### config.mk
export PLATFORM = sky130hd
export DESIGN_NAME = asf_device_flat
export DESIGN_NICKNAME = d
export VERILOG_FILES = /design/src/hdl/asf_pkg.sv /design/src/hdl/asf_link_if.sv /design/src/hdl/asf_device.sv /design/src/flat_wrapper.sv
export SDC_FILE = /design/constraint.sdc
export NUM_CORES = 1
export LEC_CHECK = 0
export ABC_AREA = 1
export BUFFER_PORTS_ARGS = -buffer_cell sky130_fd_sc_hd__buf_2
export CAP_MARGIN = 20
export CELL_PAD_IN_SITES_DETAIL_PLACEMENT = 1
export CELL_PAD_IN_SITES_GLOBAL_PLACEMENT = 1
export CORE_ASPECT_RATIO = 1.25
export CORE_MARGIN = 2
export CORE_UTILIZATION = 43
export DETAILED_ROUTE_END_ITERATION = 10
export PLACE_DENSITY_LB_ADDON = 0.25
export REMOVE_ABC_BUFFERS = 1
export SLEW_MARGIN = 40
export SYNTH_ARGS = -nofsm -noshare
export SYNTH_HDL_FRONTEND = slang
export SYNTH_SLANG_ARGS = --single-unit
### constraint.sdc
create_clock -name mclk -period 2.1 [get_ports mclk]
set_input_delay 0.42 -clock mclk [delete_from_list [all_inputs] [get_ports mclk]]
set_output_delay 0.42 -clock mclk [all_outputs]
set_load 0.01 [all_outputs]
### src/hdl/asf_pkg.sv
package asf_pkg;

    // ****************************************************************
    // Word layout and frame edge counts
    // ****************************************************************
    localparam int unsigned RES_W      = 12;
    localparam int unsigned LEAD_ZEROS = 3;
    localparam int unsigned WORD_W     = 16;
    localparam int unsigned CNT_W      = 5;

    localparam logic [CNT_W-1:0] FALLS_SHUT_MIN   = 5'h02;
    localparam logic [CNT_W-1:0] FALLS_NORMAL_MIN = 5'h0a;
    localparam logic [CNT_W-1:0] FALLS_FRAME      = 5'h10;
    localparam logic [CNT_W-1:0] RISES_TRACK      = 5'h0d;

    // ****************************************************************
    // Timing
    // ****************************************************************
    localparam int unsigned MCLK_KHZ      = 40000;
    localparam int unsigned SCLK_HALF_DEF = 4;
    // Quiet time has no printed figure here; plain default
    localparam int unsigned QUIET_NS      = 100;
    localparam int unsigned QUIET_CYC_RAW = (QUIET_NS * MCLK_KHZ + 999999) / 1000000;
    localparam int unsigned QUIET_CYC     = (QUIET_CYC_RAW < 1) ? 1 : QUIET_CYC_RAW;

    // ****************************************************************
    // Modes and states
    // ****************************************************************
    typedef enum logic {
        MODE_NORMAL,
        MODE_SHUTDOWN
    } asf_mode_t;

    // Supply-up mode is undefined; shutdown is the safe pick
    localparam asf_mode_t RST_MODE = MODE_SHUTDOWN;

    typedef enum logic [2:0] {
        HS_IDLE,
        HS_LEAD,
        HS_LOW,
        HS_HIGH,
        HS_QUIET
    } asf_hst_state_t;

endpackage

### src/hdl/asf_link_if.sv
`timescale 1ns/100ps
`default_nettype none

interface asf_link_if;
    logic csN;
    logic sclk;
    logic sdo;
    logic sdoOe;
    logic sdoLine;

    // Weak pull-up stands in for the released line
    assign sdoLine = sdoOe ? sdo : 1'b1;

    modport dev (
        input  csN,
        input  sclk,
        output sdo,
        output sdoOe
    );

    modport host (
        output csN,
        output sclk,
        input  sdoLine
    );
endinterface

`default_nettype wire

### src/hdl/asf_device.sv
// Behaviour
// - Select fall: normal mode, new frame
// - Rise at falls 2..9: abort, release, shutdown
// - Rise before fall 2: mode unchanged
// - Rise at falls 10..15: abort, stay normal
// - Host holds select past fall 10
// - Host gives sixteen clocks per word
// - Idle-low select must rise before next
// - Release after sixteen; host waits quiet
// - Shutdown lasts until select falls
// - Shutdown switches analog circuitry off
// - Wake conversion unusable, second valid
// - Wake frame rise before 10: shutdown
// - Powered up after sixteen wake clocks
// - Host does one dummy after supply
// - Quiet time also after dummy
// - Twenty-clock frames for top throughput
// - Power trade: rise between 10, 15
// - Three zeros, twelve bits, MSB first
// - Shift on fall, capture on rise; host samples as it drives the fall
// - Select fall drives output, holds sample
// - Back to track on rise 13
`timescale 1ns/100ps
`default_nettype none

module asf_device
    import asf_pkg::*;
(
    input  wire logic             mclk,
    input  wire logic             rst,
    asf_link_if.dev               link,
    input  wire logic [RES_W-1:0] sampleIn,
    output logic                  shutdownMode,
    output logic                  analogOn,
    output logic                  tracking,
    output logic                  poweredUp,
    output logic                  convDone,
    output logic                  convValid,
    output logic                  frameAbort
);

    // ****************************************************************
    // State
    // ****************************************************************
    typedef struct packed {
        logic [2:0]        sclkSync;
        logic [2:0]        csSync;
        logic              sclkLvl;
        logic              csLvl;
        asf_mode_t         mode;
        asf_mode_t         frameMode;
        logic              inFrame;
        logic              wake;
        logic              powered;
        logic [CNT_W-1:0]  falls;
        logic [CNT_W-1:0]  rises;
        logic [WORD_W-1:0] shifter;
        logic              sdo;
        logic              sdoOe;
        logic              holding;
        logic              done;
        logic              valid;
        logic              abort;
        logic              shutOut;
        logic              analogOut;
        logic              trackOut;
    } asf_dev_st_t;

    asf_dev_st_t st;
    asf_dev_st_t next_st;

    logic sclkFall;
    logic sclkRise;
    logic csFall;
    logic csRise;

    // ****************************************************************
    // Next state
    // ****************************************************************
    always_comb begin
        next_st       = st;
        next_st.done  = 1'b0;
        next_st.valid = 1'b0;
        next_st.abort = 1'b0;

        // Bit 0 feeds only bit 1; a level counts once bits 1 and 2 agree
        next_st.sclkSync = {st.sclkSync[1:0], link.sclk};
        next_st.csSync   = {st.csSync[1:0], link.csN};
        if (st.sclkSync[1] == st.sclkSync[2]) begin
            next_st.sclkLvl = st.sclkSync[2];
        end
        if (st.csSync[1] == st.csSync[2]) begin
            next_st.csLvl = st.csSync[2];
        end

        sclkFall = st.sclkLvl & ~next_st.sclkLvl;
        sclkRise = ~st.sclkLvl & next_st.sclkLvl;
        csFall   = st.csLvl & ~next_st.csLvl;
        csRise   = ~st.csLvl & next_st.csLvl;

        if (csFall) begin
            // Only a fall starts a frame, so an idle-low select must rise first
            next_st.mode      = MODE_NORMAL;
            next_st.frameMode = st.mode;
            next_st.inFrame   = 1'b1;
            next_st.wake      = (st.mode == MODE_SHUTDOWN);
            if (st.mode == MODE_SHUTDOWN) begin
                next_st.powered = 1'b0;
            end
            next_st.falls     = '0;
            next_st.rises     = '0;
            next_st.holding   = 1'b1;
            next_st.shifter   = {{LEAD_ZEROS{1'b0}}, sampleIn, 1'b0};
            next_st.sdo       = 1'b0;
            next_st.sdoOe     = 1'b1;
        end else if (st.inFrame) begin
            if (csRise) begin
                next_st.inFrame = 1'b0;
                next_st.sdoOe   = 1'b0;
                next_st.holding = 1'b0;
                if (st.falls < FALLS_SHUT_MIN) begin
                    // Noise guard: a glitch on select leaves the mode unchanged
                    next_st.mode = st.frameMode;
                end else if (st.falls < FALLS_NORMAL_MIN) begin
                    next_st.mode  = MODE_SHUTDOWN;
                    next_st.abort = 1'b1;
                end else begin
                    next_st.mode  = MODE_NORMAL;
                    next_st.abort = 1'b1;
                end
            end else begin
                if (sclkFall) begin
                    next_st.falls   = st.falls + 5'h01;
                    next_st.shifter = {st.shifter[WORD_W-2:0], 1'b0};
                    next_st.sdo     = st.shifter[WORD_W-2];
                    if (next_st.falls == FALLS_FRAME) begin
                        next_st.sdoOe   = 1'b0;
                        next_st.inFrame = 1'b0;
                        next_st.done    = 1'b1;
                        // A wake frame converts while the analog side is still coming up
                        next_st.valid   = st.powered & ~st.wake;
                        next_st.powered = 1'b1;
                    end
                end
                if (sclkRise) begin
                    next_st.rises = st.rises + 5'h01;
                    if (next_st.rises == RISES_TRACK) begin
                        next_st.holding = 1'b0;
                    end
                end
            end
        end

        // Mode outputs are flops loaded from the next mode, so they move on
        // the same edge as the mode and never glitch while it is decoded
        next_st.shutOut   = (next_st.mode == MODE_SHUTDOWN);
        next_st.analogOut = (next_st.mode == MODE_NORMAL);
        next_st.trackOut  = ~next_st.holding;
    end

    // ****************************************************************
    // Registers
    // ****************************************************************
    always_ff @(posedge mclk or posedge rst) begin
        if (rst) begin
            st.sclkSync  <= 3'h7;
            st.csSync    <= 3'h7;
            st.sclkLvl   <= 1'b1;
            st.csLvl     <= 1'b1;
            st.mode      <= RST_MODE;
            st.frameMode <= RST_MODE;
            st.inFrame   <= 1'b0;
            st.wake      <= 1'b0;
            st.powered   <= 1'b0;
            st.falls     <= '0;
            st.rises     <= '0;
            st.shifter   <= '0;
            st.sdo       <= 1'b0;
            st.sdoOe     <= 1'b0;
            st.holding   <= 1'b0;
            st.done      <= 1'b0;
            st.valid     <= 1'b0;
            st.abort     <= 1'b0;
            // Output flops start in agreement with the reset mode
            st.shutOut   <= (RST_MODE == MODE_SHUTDOWN);
            st.analogOut <= (RST_MODE == MODE_NORMAL);
            st.trackOut  <= 1'b1;
        end else begin
            st <= next_st;
        end
    end

    // ****************************************************************
    // Outputs
    // ****************************************************************
    assign link.sdo     = st.sdo;
    assign link.sdoOe   = st.sdoOe;
    assign shutdownMode = st.shutOut;
    // Analog block is switched by its own flop, off for the whole of shutdown
    assign analogOn     = st.analogOut;
    assign tracking     = st.trackOut;
    assign poweredUp    = st.powered;
    assign convDone     = st.done;
    assign convValid    = st.valid;
    assign frameAbort   = st.abort;

endmodule

`default_nettype wire

### src/flat_wrapper.sv
// flat-port wrapper written by rule: the top's interface ports become plain ports
module asf_device_flat import asf_pkg::*;
  (mclk, rst, sampleIn, shutdownMode, analogOn, tracking, poweredUp, convDone, convValid, frameAbort, link_csN, link_sclk, link_sdo, link_sdoOe);
  asf_link_if link_i ();
  input  wire logic mclk;
  input  wire logic rst;
  input  wire logic [RES_W-1:0] sampleIn;
  output logic shutdownMode;
  output logic analogOn;
  output logic tracking;
  output logic poweredUp;
  output logic convDone;
  output logic convValid;
  output logic frameAbort;
  input wire logic [$bits(link_i.csN)-1:0] link_csN;
  input wire logic [$bits(link_i.sclk)-1:0] link_sclk;
  output wire logic [$bits(link_i.sdo)-1:0] link_sdo;
  output wire logic [$bits(link_i.sdoOe)-1:0] link_sdoOe;
  assign link_i.csN = link_csN;
  assign link_i.sclk = link_sclk;
  assign link_sdo = link_i.sdo;
  assign link_sdoOe = link_i.sdoOe;
  asf_device u_core (.mclk(mclk), .rst(rst), .link(link_i), .sampleIn(sampleIn), .shutdownMode(shutdownMode), .analogOn(analogOn), .tracking(tracking), .poweredUp(poweredUp), .convDone(convDone), .convValid(convValid), .frameAbort(frameAbort));
endmodule
==> impl_metrics.toml, run 1 <==
[sta]
fmax_ghz = 0.534
setup_viol = 0
fin_setup_tns_ns = 0
max_slew_margin = 0.695
timing.final.crit_share = 0.891
period_minus_slack_ns = 1.87
setup_slack_ns = 0.229
grt_setup_unrepaired = "no"
hold_viol = 0
worstMarginPinSlew_ns = 0.458
finalMaxSlewViolations = 0
hold_ws_ns = 0.131
fin_skew_ns = 0.00709

[power_and_ir_drop]
p_comb_frac = 0.250
internal-power_w = 0.00158
peakVddDrop_v = 0.000419
swShare = 0.326
pwr-share-seq = 0.514
power_switching_w = 0.000763
clkPwrFrac = 0.236
leakage_nw = 1.18
powerDensity_nw_per_um2 = 994

[synth]
synth.distinct_cells = 27
ys_ff_latch = 45
synth_area_um2 = 2060
ys_seq_area_frac = 0.552
async_flop_share = 1.00
ys.flop_type = "dfrtp_1"
synth_area_leaders = "dfrtp_1 (41%), dfstp_2 (14%), nand2_1 (10%)"
synth-edff-count = 0
yosys-top-cells-count = "nand2_1 (56), dfrtp_1 (34), inv_1 (28), nand3_1 (18), o21ai_1 (14)"
syn_avg_cell_area_um2 = 9.13
yosysWarnings = 0
synth.largest_area_cell = "dfrtp_1"
yosysMostFrequentCell = "nand2_1"
synth_top_area_share = 0.412
syn_inst = 226

[routing]
initialDrtViolationCount = 34
drt-vias-per-instance = 5.09
wire_per_inst_um = 14.2
drc = 0
vias = 1613
drtPass1Iterations = 4
postRouteAntennaNets = 0
totalWireLength_um = 4500

[worst_setup_path]
startpoint_type = "flop"
critPathKind = "reg -> reg"
crit_chain = "inv_1, nand2_1, o21a_1, ha_2, inv_2, nand2_4, nand2_4, buf_4, nor2_1, a31oi_1"
crit_slowest_cell = "dfstp_2"
cpLargestDelayFamily = "flip-flops"
endpoint_kind = "flop"
cp.arrival_ns = 2.05
required_ns = 2.27
crit_path_max_fanout = 14
max_stage_delay_ns = 0.55
crit_top_cell = "nand2_4"
path_buf_inv = 3

[cts]
postCtsHoldBufs = 0
htreeDepth = 2
cts.reportedPaths.clkPinSlew_ns = 0.08
numCtsBuffers = 5
clk_path_buf_depth = 2
clock-sinks = 45
worstSkewPairLatency_ns = 0.30
cts_root_buf = "clkbuf_8"
cts_tree = "built"
postCtsSetupBuffers = 0

[global_routing]
grt_first_pass_wirelength_um = 7920
grt_pass1_vias = 1679
grt_overflow_total = 0
track_usage = 0.195
grt_max_degree = 26
antenna_found_initial = 0

[floorplanning]
row_count = 28
fp.dieH_um = 81.5
start_util = 0.440
io_pins = 25
core_region_area_um2 = 4690
die_area_um2 = 5370
die_x_um = 66.0

[placed_design]
place_ws_ns = 0.182
gp_congestion = 0.768
placed_area_um2 = 2260
dp_hpwl_um = 3400
numPortBuffers = 24

[layout]
final_util = 0.501
area_growth_pct = 14.0
num-nets-final = 277
drive_above_1_share = 0.233
diodes = 0
postLayoutCellArea_um2 = 2350

[flow_run]
drv_cap = 0

[outcome]
status = "finished clean"

[min_path]
min_path_type = "in -> async"
[kinds of logic (layout without fill, tap and decap cells)]
| logic type | Yosys count | count (layout) | synth area share |
|---|---|---|---|
| and+or+nand+nor | 93 | 93 | 0.209 |
| DFF | 45 | 45 | 0.552 |
| AOI/OAI and AO/OA | 41 | 41 | 0.111 |
| buffers and inverters | 39 | 70 | 0.0848 |
| adders and majority gates | 5 | 5 | 0.0303 |
| xor gates and xnor gates | 3 | 3 | 0.0127 |
[layer usage]
| layer | GRT usage | part of all wire | vias to the layer above | wire, um |
|---|---|---|---|---|
| li1 | - | - | 791 | - |
| met1 | 0.236 | 0.45 | 794 | 2010 |
| met2 | 0.352 | 0.52 | 21 | 2330 |
| met3 | 0.0370 | 0.022 | 7 | 99 |
| met4 | 0.0551 | 0.013 | 0 | 60 |
| met5 | 0 | 0 | - | 0 |
[path summary, 6_finish.rpt]
path	startpoint	end	slack [ns]	depth (start not counted)
max	u_core.st[40]	u_core.st[15]	0.23	10
min	rst	u_core.frameAbort	0.13	2
max reg2reg	u_core.st[40]	u_core.st[15]	0.23	10
min reg2reg	u_core.next_st[43]	u_core.next_st[44]	0.36	0
max in group asynchronous	rst	u_core.st[39]	1.41	3
min in group mclk	link_csN	u_core.next_st[43]	0.22	1
[what timing repair did]
item	4_1_cts	5_1_grt
endpoints found under the hold margin	0	0
resized for setup	0	2
endpoints found under the setup margin	0	2
[placed cells by master, fill, tap and decap left out, types with 2 or more instances in the layout]
master    count
a31oi_1       2
clkbuf_8      6
dfrtp_1      34
inv_2         6
clkbuf_1      2
a22oi_1       5
o21ai_0      13
nand2_4       2
nand3_1      18
ha_2          2
inv_1        27
a21oi_1       3
ha_1          3
o21ai_1      14
buf_2        24
buf_4         4
nand4_1       6
nand2_1      56
nor2_1        6
xor2_1        3
dfstp_2      11
o22ai_1       2
[area by class of cell]
cell class | instances | area [um^2]
Sequential cell | 45 | 1140
Inverter | 33 | 124
Fill cell | 581 | 2340
Multi-Input combinational cell | 142 | 754
Tap cell | 60 | 75.1
Clock buffer | 8 | 90.1
Timing Repair Buffer | 29 | 170
[sequential cells by signal, indices dropped and copies added, names as in the netlist]
register and count:
u_core.next_st 4, u_core.link.sdoOe 1, u_core.frameAbort 1, u_core.convDone 1, u_core.convValid 1, u_core.poweredUp 1, u_core.st 33, u_core.link.sdo 1
u_core.analogOn 1, u_core.tracking 1
[worst register-to-register path: cells and delay by family (launching register included)]
kind	cells	cell delay, ns
and+or+nand+nor	4	0.38
DFF	1	0.55
adders and majority gates	1	0.26
buffers and inverters	3	0.36
AOI/OAI and AO/OA	2	0.22
[power by group through the flow]
stage          Sequential (W)  Clock (W)  Combinational [W]
5_1_grt               0.00123   0.000593           0.000685
3_3_place_gp          0.00121          0           0.000576
6_report              0.00120   0.000551           0.000586
4_1_cts               0.00120   0.000562           0.000596
3_5_place_dp          0.00122          0           0.000594
2_1_floorplan         0.00120          0           0.000385
[through the flow]
stage / total power, W / cells
5_1_grt: 0.00250 / 317
3_5_place_dp: 0.00181 / 309
6_report: 0.00234 / 317
3_3_place_gp: 0.00179 / 309
2_1_floorplan: 0.00159 / 220
4_1_cts: 0.00236 / 317
Note: power is estimated with default switching activity, not from simulation.
==> run 2, diff against run 1 <==
--- a/config.mk
+++ b/config.mk
@@ -16,6 +16,7 @@
 export DETAILED_ROUTE_END_ITERATION = 10
 export PLACE_DENSITY_LB_ADDON = 0.25
 export REMOVE_ABC_BUFFERS = 1
+export SETUP_SLACK_MARGIN = 0.5
 export SLEW_MARGIN = 40
 export SYNTH_ARGS = -nofsm -noshare
 export SYNTH_HDL_FRONTEND = slang
==> impl_metrics.toml, run 2 (same netlist as run 1, synthesis figures left out) <==
[outcome]
status = "finished clean"

[layout]
diodes = 0
area_growth_pct = 34.1
largest_register_ffs = 33
fillCellCount = 544
drive_above_1_share = 0.407
mostFrequentLayoutCells = "nand2_1 (49), dfrtp_1 (33), buf_2 (24)"
layout_commonest_cell = "nand2_1"
num-nets-final = 295
largest-register = "u_core.st"
final_cells = 335

[worst_setup_path]
r2r-start = "u_core.next_st[44]"
endpoint_kind = "flop"
r2r-end = "u_core.st[32]"
crit_slowest_cell = "dfstp_2"
required_ns = 2.29
worst-r2r-cell-count = 10
crit_chain = "buf_6, o21a_4, ha_4, nor2_4, nand2_4, nand2_8, buf_12, inv_12, a21oi_4, a21oi_2"
rrSetupSlack_ns = 0.36
critPathLaunch = "u_core.next_st[44]"
worstSetupEndpoint = "u_core.st[32]"
cp.arrival_ns = 1.92
startpoint_type = "flop"
critPathKind = "reg -> reg"
crit_path_max_fanout = 8
max_stage_delay_ns = 0.39
path_depth = 10
path_buf_inv = 3
cpLargestDelayFamily = "flip-flops"

[floorplanning]
fp.dieH_um = 81.5
start_util = 0.440
core_region_area_um2 = 4690
io_pins = 25
die_area_um2 = 5370
die_x_um = 66.0
row_count = 28

[cts]
postCtsHoldBufs = 0
htreeDepth = 2
clock-sinks = 45
cts_root_buf = "clkbuf_8"
numCtsBuffers = 5
clk_path_buf_depth = 2
cts.reportedPaths.clkPinSlew_ns = 0.08
worstSkewPairLatency_ns = 0.30
cts_tree = "built"

[min_path]
min_path_type = "in -> async"

[routing]
wire_per_inst_um = 16.5
vias = 1753
drc = 0
postRouteAntennaNets = 0
initialDrtViolationCount = 42
totalWireLength_um = 5520
drtPass1Iterations = 4
drt-vias-per-instance = 5.23

[global_routing]
grt_max_degree = 26
grt_pass1_vias = 1870
track_usage = 0.225
antenna_found_initial = 0
grt_overflow_total = 0
grt_first_pass_wirelength_um = 9070

[sta]
period_minus_slack_ns = 1.74
grt_setup_unrepaired = "yes"
fmax_ghz = 0.576
fin_setup_tns_ns = 0
timing.final.crit_share = 0.827
hold_viol = 0
finalMaxSlewViolations = 0
max_slew_margin = 0.694
setup_viol = 0
fin_skew_ns = 0.00702
worstMarginPinSlew_ns = 0.458

[power_and_ir_drop]
powerDensity_nw_per_um2 = 964
leakage_nw = 1.33
finalPower_w = 0.00267
peakVddDrop_v = 0.000448

[placed_design]
numPortBuffers = 24
dp_hpwl_um = 3400
gp_congestion = 0.768
placed_cells = 309

[flow_run]
drv_cap = 0
-- run 2: changes by cell type in the layout (fill, tap and decap cells not counted), sizes merged --
cell | before | now
buf | 29 | 46
inv | 33 | 34
-- run 2: cell type report --
cell class	instances	area [um^2]	share of cell area
inverters	33	141	0.0511
clock buffers	8	90.1	0.0325
repair inverters	1	8.76	0.00316
repair buffers	46	368	0.133
multi-input cells	142	943	0.341
well taps	60	75.1	0.0271
flip-flops and latches	45	1140	0.412
-- run 2: routing by layer --
| layer | track usage | up-vias | share of wire |
|---|---|---|---|
| met5 | 0 | - | 0 |
| met1 | 0.264 | 887 | 0.41 |
| met4 | 0.0735 | 0 | 0.017 |
| li1 | - | 822 | - |
| met3 | 0.0438 | 13 | 0.025 |
| met2 | 0.410 | 31 | 0.55 |
-- run 2: worst register-to-register path: stages (launching register included) --
cell and delay (ns):
dfstp_2 0.39, buf_6 0.11, o21a_4 0.23, ha_4 0.19, nor2_4 0.19, nand2_4 0.09, nand2_8 0.10, buf_12 0.15
inv_12 0.05, a21oi_4 0.10, a21oi_2 0.04
-- run 2: where the power goes --
group	switching (W)	internal (W)
clock network	0.000282	0.000269
logic	0.000501	0.000390
registers	0.000140	0.00109
total	0.000923	0.00175
-- run 2: worst min-delay path by stage --
stage                            start                  to  slack [ns]  cells after the start
finish                             rst   u_core.frameAbort        0.13                      2
global route                       rst   u_core.frameAbort        0.16                      2
CTS                                rst   u_core.frameAbort        0.14                      2
detailed placement  u_core.next_st[46]  u_core.next_st[47]        0.35                      0
global placement    u_core.next_st[46]  u_core.next_st[47]        0.35                      0
floorplan           u_core.next_st[43]  u_core.next_st[44]        0.35                      0
-- run 2: what timing repair did --
item / 4_1_cts / 5_1_grt
resized for setup: 37 / 34
pin swaps: 17 / 18
buffers inserted: 12 / 4
setup endpoints to repair: 35 / 37
gates cloned: 2 / 0
-- run 2: metrics by stage --
stage                     hold WS [ns]  worst slack (ns)  cell area (um^2)  utilization
after floorplan                  0.345             0.170              2010            -
after global placement           0.347             0.216              2260        0.481
after detailed placement         0.349             0.182              2260        0.481
after CTS                        0.138             0.355              2600        0.553
after global routing             0.162             0.306              2770        0.590
final                            0.129             0.364              2770        0.590
==> run 3, diff against run 2 <==
==> constraint.sdc (replaced) <==
create_clock -name mclk -period 1.8 [get_ports mclk]
set_input_delay 0.36 -clock mclk [delete_from_list [all_inputs] [get_ports mclk]]
set_output_delay 0.36 -clock mclk [all_outputs]
set_load 0.01 [all_outputs]
==> impl_metrics.toml, run 3 (same netlist as run 1, synthesis figures left out) <==
[outcome]
status = "complete, but fails checks"
violations = "negative setup slack"

[layout]
num-nets-final = 301
diodes = 0
layout_commonest_cell = "nand2_1"
multi_input_area_um2 = 962
mostFrequentLayoutCells = "nand2_1 (44), dfrtp_1 (34), inv_1 (23)"
largest-register = "u_core.st"
fillCellCount = 548
largest_register_ffs = 33
seqCellArea_um2 = 1140
drive_above_1_share = 0.445
area_growth_pct = 38.7

[sta]
fmax_ghz = 0.538
max_slew_margin = 0.820
grt_setup_unrepaired = "yes"
finalMaxSlewViolations = 0
fin_skew_ns = 0.00631
worstMarginPinSlew_ns = 0.267
setup_viol = 6
fin_setup_tns_ns = -0.128
setup_slack_ns = -0.0598
hold_ws_ns = 0.0799
period_minus_slack_ns = 1.86
timing.final.crit_share = 1.03
hold_viol = 0

[floorplanning]
row_count = 28
io_pins = 25
start_util = 0.440
die_area_um2 = 5370
fp.dieH_um = 81.5
die_x_um = 66.0
core_region_area_um2 = 4690

[placed_design]
dp_hpwl_um = 3430
numPortBuffers = 24
place_ws_ns = -0.118
gp_congestion = 0.722

[flow_run]
drv_cap = 0

[worst_setup_path]
crit_chain = "inv_1, nand2_1, o21a_1, buf_6, ha_4, nor2_4, nand2_4, nand2_8, buf_6, clkinv_8, a21oi_2, a21oi_2"
required_ns = 1.99
crit_slowest_cell = "dfstp_2"
startpoint_type = "flop"
cpLargestDelayFamily = "buffers and inverters"
endpoint_kind = "flop"
max_stage_delay_ns = 0.38
cp.arrival_ns = 2.05
critPathKind = "reg -> reg"
crit_path_max_fanout = 7
path_buf_inv = 4

[cts]
htreeDepth = 2
clk_path_buf_depth = 2
cts_root_buf = "clkbuf_8"
cts_tree = "built"
numCtsBuffers = 5
worstSkewPairLatency_ns = 0.30
cts.reportedPaths.clkPinSlew_ns = 0.08
clock-sinks = 45

[power_and_ir_drop]
powerDensity_nw_per_um2 = 1120
peakVddDrop_v = 0.000626
leakage_nw = 1.37

[routing]
vias = 1813
wire_per_inst_um = 18.3
drt-vias-per-instance = 5.32
totalWireLength_um = 6250
initialDrtViolationCount = 68
postRouteAntennaNets = 0
drc = 0
drtPass1Iterations = 4

[global_routing]
grt_max_degree = 46
grt_pass1_vias = 1803
track_usage = 0.216
grt_first_pass_wirelength_um = 8550
grt_overflow_total = 0
antenna_found_initial = 0

[min_path]
min_path_type = "in -> async"
## run 3: changes by cell type in the layout (fill, tap and decap cells not counted), sizes merged
cell / delta
buf: +5
clkbuf: -1
inv: -1
clkinv: +3
## run 3: layout make-up
type                            count  share of cell area
Sequential cell                    45               0.398
Multi-Input combinational cell    142               0.336
Timing Repair Buffer               52               0.157
Inverter                           33              0.0511
Tap cell                           60              0.0262
Clock buffer                        6              0.0253
Clock inverter                      2             0.00349
Timing Repair inverter              1             0.00306
## run 3: layer usage
| layer | share of wire | up-vias | track usage |
|---|---|---|---|
| li1 | - | 837 | - |
| met1 | 0.41 | 920 | 0.245 |
| met2 | 0.52 | 39 | 0.399 |
| met3 | 0.034 | 17 | 0.0452 |
| met4 | 0.030 | 0 | 0.0776 |
| met5 | 0 | - | 0 |
## run 3: tightest hold or removal path: cells and delay by family
kind	cells	cell delay, ns
buffers and inverters	3	0.40
## run 3: final timing paths
kind                                          from            endpoint  cells past startpoint  slack [ns]
worst min register to register  u_core.next_st[43]  u_core.next_st[44]                      0        0.35
worst min-delay path                           rst       u_core.st[25]                      3        0.08
min in group mclk                        link_sclk  u_core.next_st[46]                      1        0.15
max in group asynchronous                      rst       u_core.st[38]                      3        1.45
worst max-delay path                 u_core.st[40]       u_core.st[32]                     12       -0.06
worst max register to register       u_core.st[40]       u_core.st[32]                     12       -0.06
## run 3: repair_timing
action,CTS,global route
endpoints found under the setup margin,39,39
pin swaps,10,15
hold buffers,0,0
setup buffers,6,6
cloned,2,1
resized for setup,34,44
## run 3: through the flow
stage               cells   util  power [W]  cell area [um^2]
finish                341  0.610    0.00320              2860
global route          341  0.610    0.00340              2860
CTS                   334  0.557    0.00296              2620
detailed placement    318  0.501    0.00218              2350
global placement      318  0.501    0.00214              2350
floorplan             220      -    0.00185              2010
## run 3: power breakdown
part	total [W]	internal [W]	switching, W
registers	0.00143	0.00127	0.000162
clock network	0.000611	0.000269	0.000341
logic	0.00116	0.000511	0.000651
total	0.00320	0.00205	0.00115
